File: config.mk
export PLATFORM = sky130hd
export DESIGN_NAME = dlw_layer_regs
export DESIGN_NICKNAME = d
export VERILOG_FILES = /design/src/core/dlw_pkg.sv /design/src/core/dlw_layer_regs.sv
export VERILOG_INCLUDE_DIRS = /design/src /design/src/core
export SDC_FILE = /design/constraint.sdc
export NUM_CORES = 1
export LEC_CHECK = 0
export ABC_CLOCK_PERIOD_IN_PS = 31900
export BUFFER_PORTS_ARGS = -buffer_cell sky130_fd_sc_hd__buf_2
export CAP_MARGIN = 15
export CORE_MARGIN = 3
export CORE_UTILIZATION = 35
export DETAILED_ROUTE_END_ITERATION = 7
export PLACE_DENSITY = 0.57
export SYNTH_ARGS = -nofsm -noshare
export SYNTH_HDL_FRONTEND = slang
export SYNTH_SLANG_ARGS = --single-unit
export TNS_END_PERCENT = 10
File: constraint.sdc
create_clock -name clk -period 31.9 [get_ports clk]
set_input_delay 6.38 -clock clk [delete_from_list [all_inputs] [get_ports clk]]
set_output_delay 6.38 -clock clk [all_outputs]
set_load 0.05 [all_outputs]
File: src/core/dlw_defines.svh
// Register offsets, field positions and codes of the layer registers
`ifndef DLW_DEFINES_SVH
`define DLW_DEFINES_SVH

// Word indices; the byte address is four times the index
`define DLW_IDX_MODE        9'h040
`define DLW_IDX_ORG0        9'h044
`define DLW_IDX_DISP0       9'h048
`define DLW_IDX_ORG1        9'h04c
`define DLW_IDX_DISP1       9'h050
`define DLW_IDX_WIN_Y       9'h126
`define DLW_IDX_WIN_W       9'h128
`define DLW_IDX_WIN_H       9'h12a
`define DLW_IDX_EXT         9'h130
`define DLW_IDX_WIN_Y_ALT   9'h01a
`define DLW_IDX_WIN_W_ALT   9'h01c
`define DLW_IDX_WIN_H_ALT   9'h01e
`define DLW_IDX_W           9

// Window registers
`define DLW_WIN_W           12

// Mode register fields
`define DLW_HGT_LSB         0
`define DLW_HGT_W           12
`define DLW_STR_LSB         16
`define DLW_STR_W           8
`define DLW_FLP_LSB         29
`define DLW_FLP_W           2
`define DLW_COL_BIT         31

// Extended mode fields
`define DLW_WP_BIT          0
`define DLW_OM_BIT          1
`define DLW_PB_LSB          20
`define DLW_PB_W            4
`define DLW_EC_LSB          30
`define DLW_EC_W            2
`define DLW_PB_SHIFT        4

// Address registers
`define DLW_ORG_LSB         4
`define DLW_ADR_W           26

// Flip select codes
`define DLW_FLP_F0          2'h0
`define DLW_FLP_F1          2'h1
`define DLW_FLP_ALT         2'h2

// Extended colour codes
`define DLW_EC_BASIC        2'h0
`define DLW_EC_DIRECT24     2'h1

// AHB codes
`define DLW_HTRANS_NONSEQ   2'h2
`define DLW_HTRANS_SEQ      2'h3
`define DLW_HSIZE_WORD      3'h2

`endif

File: src/core/dlw_pkg.sv
// Types shared by the layer register bank
package dlw_pkg;
   typedef enum logic [1:0] {
      DLW_COL_IDX8,
      DLW_COL_DIR16,
      DLW_COL_DIR24,
      DLW_COL_RSVD
   } dlw_colour_e;
endpackage
File: src/core/dlw_layer_regs.sv
// Layer window and mode registers behind an AHB-Lite slave port
`timescale 1ns/100ps
`include "dlw_defines.svh"

module dlw_layer_regs
   import dlw_pkg::*;
#(
   parameter int ADDR_W = 16
)
(
   input  wire logic                     clk,
   input  wire logic                     rst,
   input  wire logic                     hsel,
   input  wire logic [ADDR_W-1:0]        haddr,
   input  wire logic [1:0]               htrans,
   input  wire logic                     hwrite,
   input  wire logic [2:0]               hsize,
   input  wire logic [31:0]              hwdata,
   input  wire logic                     hready,
   output logic [31:0]                   hrdata,
   output logic                          hreadyout,
   output logic                          hresp,
   input  wire logic                     frameStart,
   output logic [`DLW_WIN_W-1:0]         winY,
   output logic [`DLW_WIN_W-1:0]         winWidth,
   output logic [`DLW_WIN_W:0]           winHeightLines,
   output logic [`DLW_HGT_W:0]           frameHeightLines,
   output logic [`DLW_STR_W-1:0]         frameStride,
   output logic                          shownFrame,
   output dlw_colour_e                   colourMode,
   output logic [`DLW_STR_W-1:0]         paletteOffset,
   output logic                          windowPositionEnable,
   output logic                          overlayExtended,
   output logic [`DLW_ADR_W-1:0]         frameOrigin,
   output logic [`DLW_ADR_W-1:0]         displayAddr
);

   // ****************************************************************
   // Elaboration checks
   // ****************************************************************
   // Highest index needs the word address to reach bit 10
   if (ADDR_W < `DLW_IDX_W + 2 || ADDR_W > 32)
   begin : gBadAddrW
      $error("ADDR_W cannot reach the register map");
   end

   // ****************************************************************
   // Storage
   // ****************************************************************
   logic [`DLW_WIN_W-1:0]               winY_reg;
   logic [`DLW_WIN_W-1:0]               winW_reg;
   logic [`DLW_WIN_W-1:0]               winH_reg;
   logic [`DLW_HGT_W-1:0]               hgt_reg;
   logic [`DLW_STR_W-1:0]               stride_reg;
   logic [`DLW_FLP_W-1:0]               flip_reg;
   logic                                colour_reg;
   logic [`DLW_EC_W-1:0]                extCol_reg;
   logic [`DLW_PB_W-1:0]                palBase_reg;
   logic                                overlay_reg;
   logic                                winPos_reg;
   logic [`DLW_ADR_W-1:`DLW_ORG_LSB]    org0_reg;
   logic [`DLW_ADR_W-1:`DLW_ORG_LSB]    org1_reg;
   logic [`DLW_ADR_W-1:0]               disp0_reg;
   logic [`DLW_ADR_W-1:0]               disp1_reg;
   logic                                frame_reg;
   logic                                frame_next;

   // ****************************************************************
   // AHB-Lite address and data phase
   // ****************************************************************
   // Write data follows its address by one cycle, so the target is kept
   logic                                wrPend_reg;
   logic [`DLW_IDX_W-1:0]               wrIdx_reg;
   logic [31:0]                         rdData_reg;
   logic [31:0]                         rdData_next;
   wire                                 addrValid;
   wire  [`DLW_IDX_W-1:0]               addrIdx;
   wire  [`DLW_IDX_W-1:0]               wIdx;
   wire                                 highZero;

   // Only whole aligned words are served; anything else is ignored
   // Upper address bits must be clear, else the map would repeat
   assign highZero  = (haddr[ADDR_W-1:2] >> `DLW_IDX_W) == '0;
   assign addrValid = hsel && hready && htrans[1]
                      && hsize == `DLW_HSIZE_WORD
                      && haddr[1:0] == 2'h0 && highZero;
   assign addrIdx   = haddr[`DLW_IDX_W+1:2];
   assign wIdx      = wrIdx_reg;

   // Each window register answers at its primary and its alias index
   wire wrY    = wrPend_reg && (wIdx == `DLW_IDX_WIN_Y
                 || wIdx == `DLW_IDX_WIN_Y_ALT);
   wire wrW    = wrPend_reg && (wIdx == `DLW_IDX_WIN_W
                 || wIdx == `DLW_IDX_WIN_W_ALT);
   wire wrH    = wrPend_reg && (wIdx == `DLW_IDX_WIN_H
                 || wIdx == `DLW_IDX_WIN_H_ALT);
   wire wrMode = wrPend_reg && wIdx == `DLW_IDX_MODE;
   wire wrExt  = wrPend_reg && wIdx == `DLW_IDX_EXT;
   wire wrOrg0 = wrPend_reg && wIdx == `DLW_IDX_ORG0;
   wire wrOrg1 = wrPend_reg && wIdx == `DLW_IDX_ORG1;
   wire wrDsp0 = wrPend_reg && wIdx == `DLW_IDX_DISP0;
   wire wrDsp1 = wrPend_reg && wIdx == `DLW_IDX_DISP1;

   // Read words assembled here; reserved bits stay zero
   wire [31:0] rdWinY = {20'h0, winY_reg};
   wire [31:0] rdWinW = {20'h0, winW_reg};
   wire [31:0] rdWinH = {20'h0, winH_reg};
   wire [31:0] rdMode = {colour_reg, flip_reg, 5'h0, stride_reg,
                         4'h0, hgt_reg};
   wire [31:0] rdExt  = {extCol_reg, 6'h0, palBase_reg, 18'h0,
                         overlay_reg, winPos_reg};
   wire [31:0] rdOrg0 = {6'h0, org0_reg, 4'h0};
   wire [31:0] rdOrg1 = {6'h0, org1_reg, 4'h0};
   wire [31:0] rdDsp0 = {6'h0, disp0_reg};
   wire [31:0] rdDsp1 = {6'h0, disp1_reg};

   // Read data is fetched in the address phase: a read right behind a
   // write to the same word sees the old value unless a cycle passes
   always_comb
   begin
      rdData_next = 32'h0;
      if (addrValid && !hwrite)
      begin
         case (addrIdx)
            `DLW_IDX_WIN_Y,
            `DLW_IDX_WIN_Y_ALT: rdData_next = rdWinY;
            `DLW_IDX_WIN_W,
            `DLW_IDX_WIN_W_ALT: rdData_next = rdWinW;
            `DLW_IDX_WIN_H,
            `DLW_IDX_WIN_H_ALT: rdData_next = rdWinH;
            `DLW_IDX_MODE:      rdData_next = rdMode;
            `DLW_IDX_EXT:       rdData_next = rdExt;
            `DLW_IDX_ORG0:      rdData_next = rdOrg0;
            `DLW_IDX_ORG1:      rdData_next = rdOrg1;
            `DLW_IDX_DISP0:     rdData_next = rdDsp0;
            `DLW_IDX_DISP1:     rdData_next = rdDsp1;
            default:            rdData_next = 32'h0;
         endcase
      end
   end

   always_ff @(posedge clk or posedge rst)
   begin
      if (rst)
      begin
         wrPend_reg <= 1'b0;
         wrIdx_reg  <= '0;
         rdData_reg <= 32'h0;
      end
      else
      begin
         wrPend_reg <= addrValid && hwrite;
         wrIdx_reg  <= addrIdx;
         rdData_reg <= rdData_next;
      end
   end

   // Zero wait states, OKAY only
   always_ff @(posedge clk or posedge rst)
   begin
      if (rst)
      begin
         hreadyout <= 1'b1;
         hresp     <= 1'b0;
      end
      else
      begin
         hreadyout <= 1'b1;
         hresp     <= 1'b0;
      end
   end

   assign hrdata = rdData_reg;

   // ****************************************************************
   // Register writes
   // ****************************************************************
   // Zero width is forbidden to software and is stored as written
   always_ff @(posedge clk or posedge rst)
   begin
      if (rst)
      begin
         winY_reg <= '0;
         winW_reg <= '0;
         winH_reg <= '0;
      end
      else
      begin
         if (wrY)
            winY_reg <= hwdata[`DLW_WIN_W-1:0];
         if (wrW)
            winW_reg <= hwdata[`DLW_WIN_W-1:0];
         if (wrH)
            winH_reg <= hwdata[`DLW_WIN_W-1:0];
      end
   end

   // Reserved mode bits have no storage and read back as zero
   always_ff @(posedge clk or posedge rst)
   begin
      if (rst)
      begin
         hgt_reg    <= '0;
         stride_reg <= '0;
         flip_reg   <= `DLW_FLP_F0;
         colour_reg <= 1'b0;
      end
      else if (wrMode)
      begin
         hgt_reg    <= hwdata[`DLW_HGT_LSB +: `DLW_HGT_W];
         stride_reg <= hwdata[`DLW_STR_LSB +: `DLW_STR_W];
         flip_reg   <= hwdata[`DLW_FLP_LSB +: `DLW_FLP_W];
         colour_reg <= hwdata[`DLW_COL_BIT];
      end
   end

   // Extended mode starts defined so the layer never blends at random
   always_ff @(posedge clk or posedge rst)
   begin
      if (rst)
      begin
         extCol_reg  <= '0;
         palBase_reg <= '0;
         overlay_reg <= 1'b0;
         winPos_reg  <= 1'b0;
      end
      else if (wrExt)
      begin
         extCol_reg  <= hwdata[`DLW_EC_LSB +: `DLW_EC_W];
         palBase_reg <= hwdata[`DLW_PB_LSB +: `DLW_PB_W];
         overlay_reg <= hwdata[`DLW_OM_BIT];
         winPos_reg  <= hwdata[`DLW_WP_BIT];
      end
   end

   // Origins keep no low bits, so their alignment cannot be broken
   always_ff @(posedge clk or posedge rst)
   begin
      if (rst)
      begin
         org0_reg  <= '0;
         org1_reg  <= '0;
         disp0_reg <= '0;
         disp1_reg <= '0;
      end
      else
      begin
         if (wrOrg0)
            org0_reg <= hwdata[`DLW_ADR_W-1:`DLW_ORG_LSB];
         if (wrOrg1)
            org1_reg <= hwdata[`DLW_ADR_W-1:`DLW_ORG_LSB];
         if (wrDsp0)
            disp0_reg <= hwdata[`DLW_ADR_W-1:0];
         if (wrDsp1)
            disp1_reg <= hwdata[`DLW_ADR_W-1:0];
      end
   end

   // ****************************************************************
   // Frame selection
   // ****************************************************************
   // Changing frames mid-scan would tear the picture
   // Fixed frame choices also wait for the boundary
   // Reserved flip code falls back to frame 0
   always_comb
   begin
      frame_next = frame_reg;
      // One-cycle pulse at each frame boundary
      if (frameStart)
      begin
         case (flip_reg)
            `DLW_FLP_F0:  frame_next = 1'b0;
            `DLW_FLP_F1:  frame_next = 1'b1;
            `DLW_FLP_ALT: frame_next = ~frame_reg;
            default:      frame_next = 1'b0;
         endcase
      end
   end

   always_ff @(posedge clk or posedge rst)
   begin
      if (rst)
         frame_reg <= 1'b0;
      else
         frame_reg <= frame_next;
   end

   // ****************************************************************
   // Derived outputs
   // ****************************************************************
   // Every output is a flop and lags its source register by one clock
   dlw_colour_e colour_next;
   wire         dir16;
   wire [`DLW_ADR_W-1:0] dispSel;
   wire [`DLW_ADR_W-1:0] dispEff;
   wire [`DLW_ADR_W-1:0] orgSel;

   // Reserved extended colour codes are reported, not hidden
   always_comb
   begin
      case (extCol_reg)
         `DLW_EC_BASIC:    colour_next = colour_reg ? DLW_COL_DIR16
                                         : DLW_COL_IDX8;
         `DLW_EC_DIRECT24: colour_next = DLW_COL_DIR24;
         default:          colour_next = DLW_COL_RSVD;
      endcase
   end

   assign dir16   = colour_next == DLW_COL_DIR16;
   assign dispSel = frame_reg ? disp1_reg : disp0_reg;
   // Stored address reads back as written; only the output drops bit 0, and only in direct16 mode
   assign dispEff = {dispSel[`DLW_ADR_W-1:1],
                     dispSel[0] & ~dir16};
   assign orgSel  = frame_reg ? {org1_reg, {`DLW_ORG_LSB{1'b0}}}
                              : {org0_reg, {`DLW_ORG_LSB{1'b0}}};

   always_ff @(posedge clk or posedge rst)
   begin
      if (rst)
      begin
         winY                 <= '0;
         winWidth             <= '0;
         winHeightLines       <= '0;
         frameHeightLines     <= '0;
         frameStride          <= '0;
         shownFrame           <= 1'b0;
         colourMode           <= DLW_COL_IDX8;
         paletteOffset        <= '0;
         windowPositionEnable <= 1'b0;
         overlayExtended      <= 1'b0;
         frameOrigin          <= '0;
         displayAddr          <= '0;
      end
      else
      begin
         winY                 <= winY_reg;
         winWidth             <= winW_reg;
         winHeightLines       <= {1'b0, winH_reg}
                                 + {{`DLW_WIN_W{1'b0}}, 1'b1};
         frameHeightLines     <= {1'b0, hgt_reg}
                                 + {{`DLW_HGT_W{1'b0}}, 1'b1};
         frameStride          <= stride_reg;
         shownFrame           <= frame_reg;
         colourMode           <= colour_next;
         paletteOffset        <= {palBase_reg,
                                  {`DLW_PB_SHIFT{1'b0}}};
         windowPositionEnable <= winPos_reg;
         overlayExtended      <= overlay_reg;
         frameOrigin          <= orgSel;
         displayAddr          <= dispEff;
      end
   end

endmodule

==> flow_summary_export.csv <==
group,metric,value,unit
run_status,status,"finished, final reports clean",
clocking,post_cts_buffers,0,
setup_path,crit_start,"haddr[4]",
drt,ant_nets,0,
drt,drt-initial-drc-count,372,
cells_and_area,largest_register_ffs,29,
yosys,synth_top_area_share,63.2,%
clocking,clockBufferDepth,3,
power,power.total,886,uW
grt,grt_use_total,16.4,%
clocking,cts_num_sinks,318,
yosys,synth_area_leaders,"dfrtp_1 63%, mux2_2 12%, mux2_1 6.5%, mux2i_1 3.0%, a21oi_1 1.4%",
cells_and_area,diodes,0,
power,p_leak,0.00751,uW
yosys,synth_area,12600,um2
drt,dr.pass1.iters,5,
yosys,ys_ff_latch,318,
clocking,clkTransAtPathRegs,0.06,ns
run,cap_violations,0,
floorplan,start_util,36.0,%
timing,final-setup-viol-count,0,
place,dp_cells,1498,
yosys,ys_async_sr_fraction,100,%
setup_path,rr_startpoint,"wIdx[7]$_DFF_PP0_",
power,p_per_area,58.1,nW/um2
grt,grt_pass1_vias,8286,
drt,vias,7762,
drt,drc,0,
clocking,cts_resized,0,
floorplan,num_rows,68,
timing,fmax,119,MHz
grt,grt-ovfl-total,0,
grt,antenna_found_initial,2,
cells_and_area,finalNetCount,1143,
yosys,synthDistinctLibCells,46,
floorplan,die_y,196,um
floorplan,ios,216,
yosys,synthesis.yosys.warnings,0,
floorplan,core,35000,um2
grt,grt_pass1_wl,49.1,mm
yosys,synth_ff_type,"dfrtp_1",
setup_path,end_kind,"register",
timing,fin_setup_tns,0,ns
cells_and_area,final_common_cell,"dfrtp_1",
setup_path,cp_max_fo,31,
timing,rsz0062_at_grt,"false",
floorplan,die-area,38300,um2
clocking,htreeDepth,2,
floorplan,die_x,196,um
clocking,clk_latency,0.52,ns
yosys,yosysTopAreaCell,"dfrtp_1",
cells_and_area,areaGrowthSynthToFinish,21.3,%
timing,worstMarginPinSlew,1.15,ns
drt,wire_per_inst,20.1,um
clocking,clock-root-buffer,"clkbuf_16",
timing,slew_headroom,22.9,%
power,ir_worst_vdd,0.0000318,V
setup_path,crit_arrival,8.86,ns
drt,viasPerCell,4.97,
setup_path,crit_type,"in -> reg",
worst_hold_path,hp-start,"winY_reg[7]$_DFFE_PP0P_",
place,numPortBuffers,198,
yosys,ys_seq_area_share,63.2,%
drt,wl,31.4,mm
timing,fin_crit_sh,26.4,%
yosys,syn_area_per_cell,14.4,um2
setup_path,cp.required,32.33,ns
worst_hold_path,min_path_type,"reg -> reg",
timing,final_hold_viol_count,0,
timing,finalCriticalPeriod,8.44,ns
timing,finalClockSkew,0.0171,ns
cells_and_area,final_cell_mix,"317 x dfrtp_1, 198 x buf_2, 138 x mux2_2",
setup_path,start_kind,"primary input",
place,gp_congestion,0.754,
clocking,holdBufCountCts,0,
place,dpl.hpwl,20.3,mm
yosys,synth_edf_count,0,
cells_and_area,drive_above_1_share,39.0,%
timing,drv_slew,0,
cells_and_area,fin_cells,1562,
clocking,numCtsBuffers,35,
grt,grt_max_degree,89,
clocking,tritoncts,"yes",
timing,holdWs,0.403,ns
yosys,syn_inst,872,
[metal layers]
layer	track usage, %	vias to the layer above	share of wire, %
li1	-	3517	-
met1	22.2	3989	45
met2	26.7	204	47
met3	3.74	48	5.6
met4	4.12	4	1.9
met5	0	-	0.051
[logic make-up (layout without fill, tap and decap cells)]
| family | Yosys count | in the layout | share of synthesized area (%) |
|---|---|---|---|
| DFF | 318 | 318 | 63.2 |
| xor gates and xnor gates | 20 | 20 | 1.39 |
| other | 2 | 13 | 0.0597 |
| adders and majority gates | 4 | 4 | 0.398 |
| muxes | 249 | 249 | 21.9 |
| buffers and inverters | 60 | 284 | 2.66 |
| and+or+nand+nor | 127 | 127 | 5.57 |
| AOI/OAI and AO/OA | 92 | 92 | 4.77 |
[synthesized netlist by cell type (3+ instances only)]
cell type and instances:
nand3_1 16, nor2_1 40, dfrtp_1 318, o21ai_0 4, buf_4 19, ha_1 4, a22oi_1 8, a21oi_1 36
mux2_1 73, nor3_2 3, nor4bb_1 3, mux2i_1 38, xnor2_1 13, a21oi_2 10, nand2_1 22, a31oi_1 4
o22ai_1 15, o21ai_1 3, and3_1 11, nand2b_1 7, nor3_1 6, mux2_2 138, buf_2 18, inv_1 10
nand4_1 3, clkbuf_1 4, xor2_1 7, buf_1 7, a222oi_1 11
[final timing paths]
check | endpoint | slack, ns | depth (start not counted)
worst max-delay path | hrdata[10]$_DFF_PP0_ | 23.46 | 7
worst min-delay path | winY[7]$_DFF_PP0_ | 0.40 | 0
worst max register to register | disp1_reg[16]$_DFFE_PP0P_ | 29.39 | 5
worst min register to register | winY[7]$_DFF_PP0_ | 0.40 | 0
max in group asynchronous | frame_reg$_DFFE_PP0P_ | 24.39 | 3
min in group asynchronous | winHeightLines[0]$_DFF_PP0_ | 5.95 | 2
[metrics by stage]
| step | instance area (um2) | setup WS [ns] | util [%] |
|---|---|---|---|
| floorplan | 12600 | 16.72 | - |
| global placement | 14000 | 22.98 | 40.1 |
| detailed placement | 14000 | 22.99 | 40.1 |
| CTS | 15300 | 23.53 | 43.6 |
| global route | 15300 | 23.37 | 43.6 |
| finish | 15300 | 23.46 | 43.6 |
[report_power, final]
| group | switching (uW) | leakage [uW] | internal, uW |
|---|---|---|---|
| Clock | 161 | 0.000613 | 263 |
| Sequential | 5.43 | 0.00415 | 412 |
| Combinational | 33.2 | 0.00274 | 11.0 |
[layout make-up]
cell class | instances | area, um2
Tap cell | 455 | 569
Timing Repair Buffer | 210 | 1080
Sequential cell | 318 | 7960
Clock inverter | 13 | 183
Clock buffer | 51 | 1060
Multi-Input combinational cell | 505 | 4360
Fill cell | 3260 | 19700
Inverter | 10 | 45.0
[worst max-delay path, cell delays in order]
cell	delay, ns
buf_2	0.08
buf_4	0.48
nor4bb_1	0.35
o21ai_1	0.17
nor3_2	0.89
a222oi_1	0.27
a21oi_2	0.22
Power figures use the tool's default switching activity.
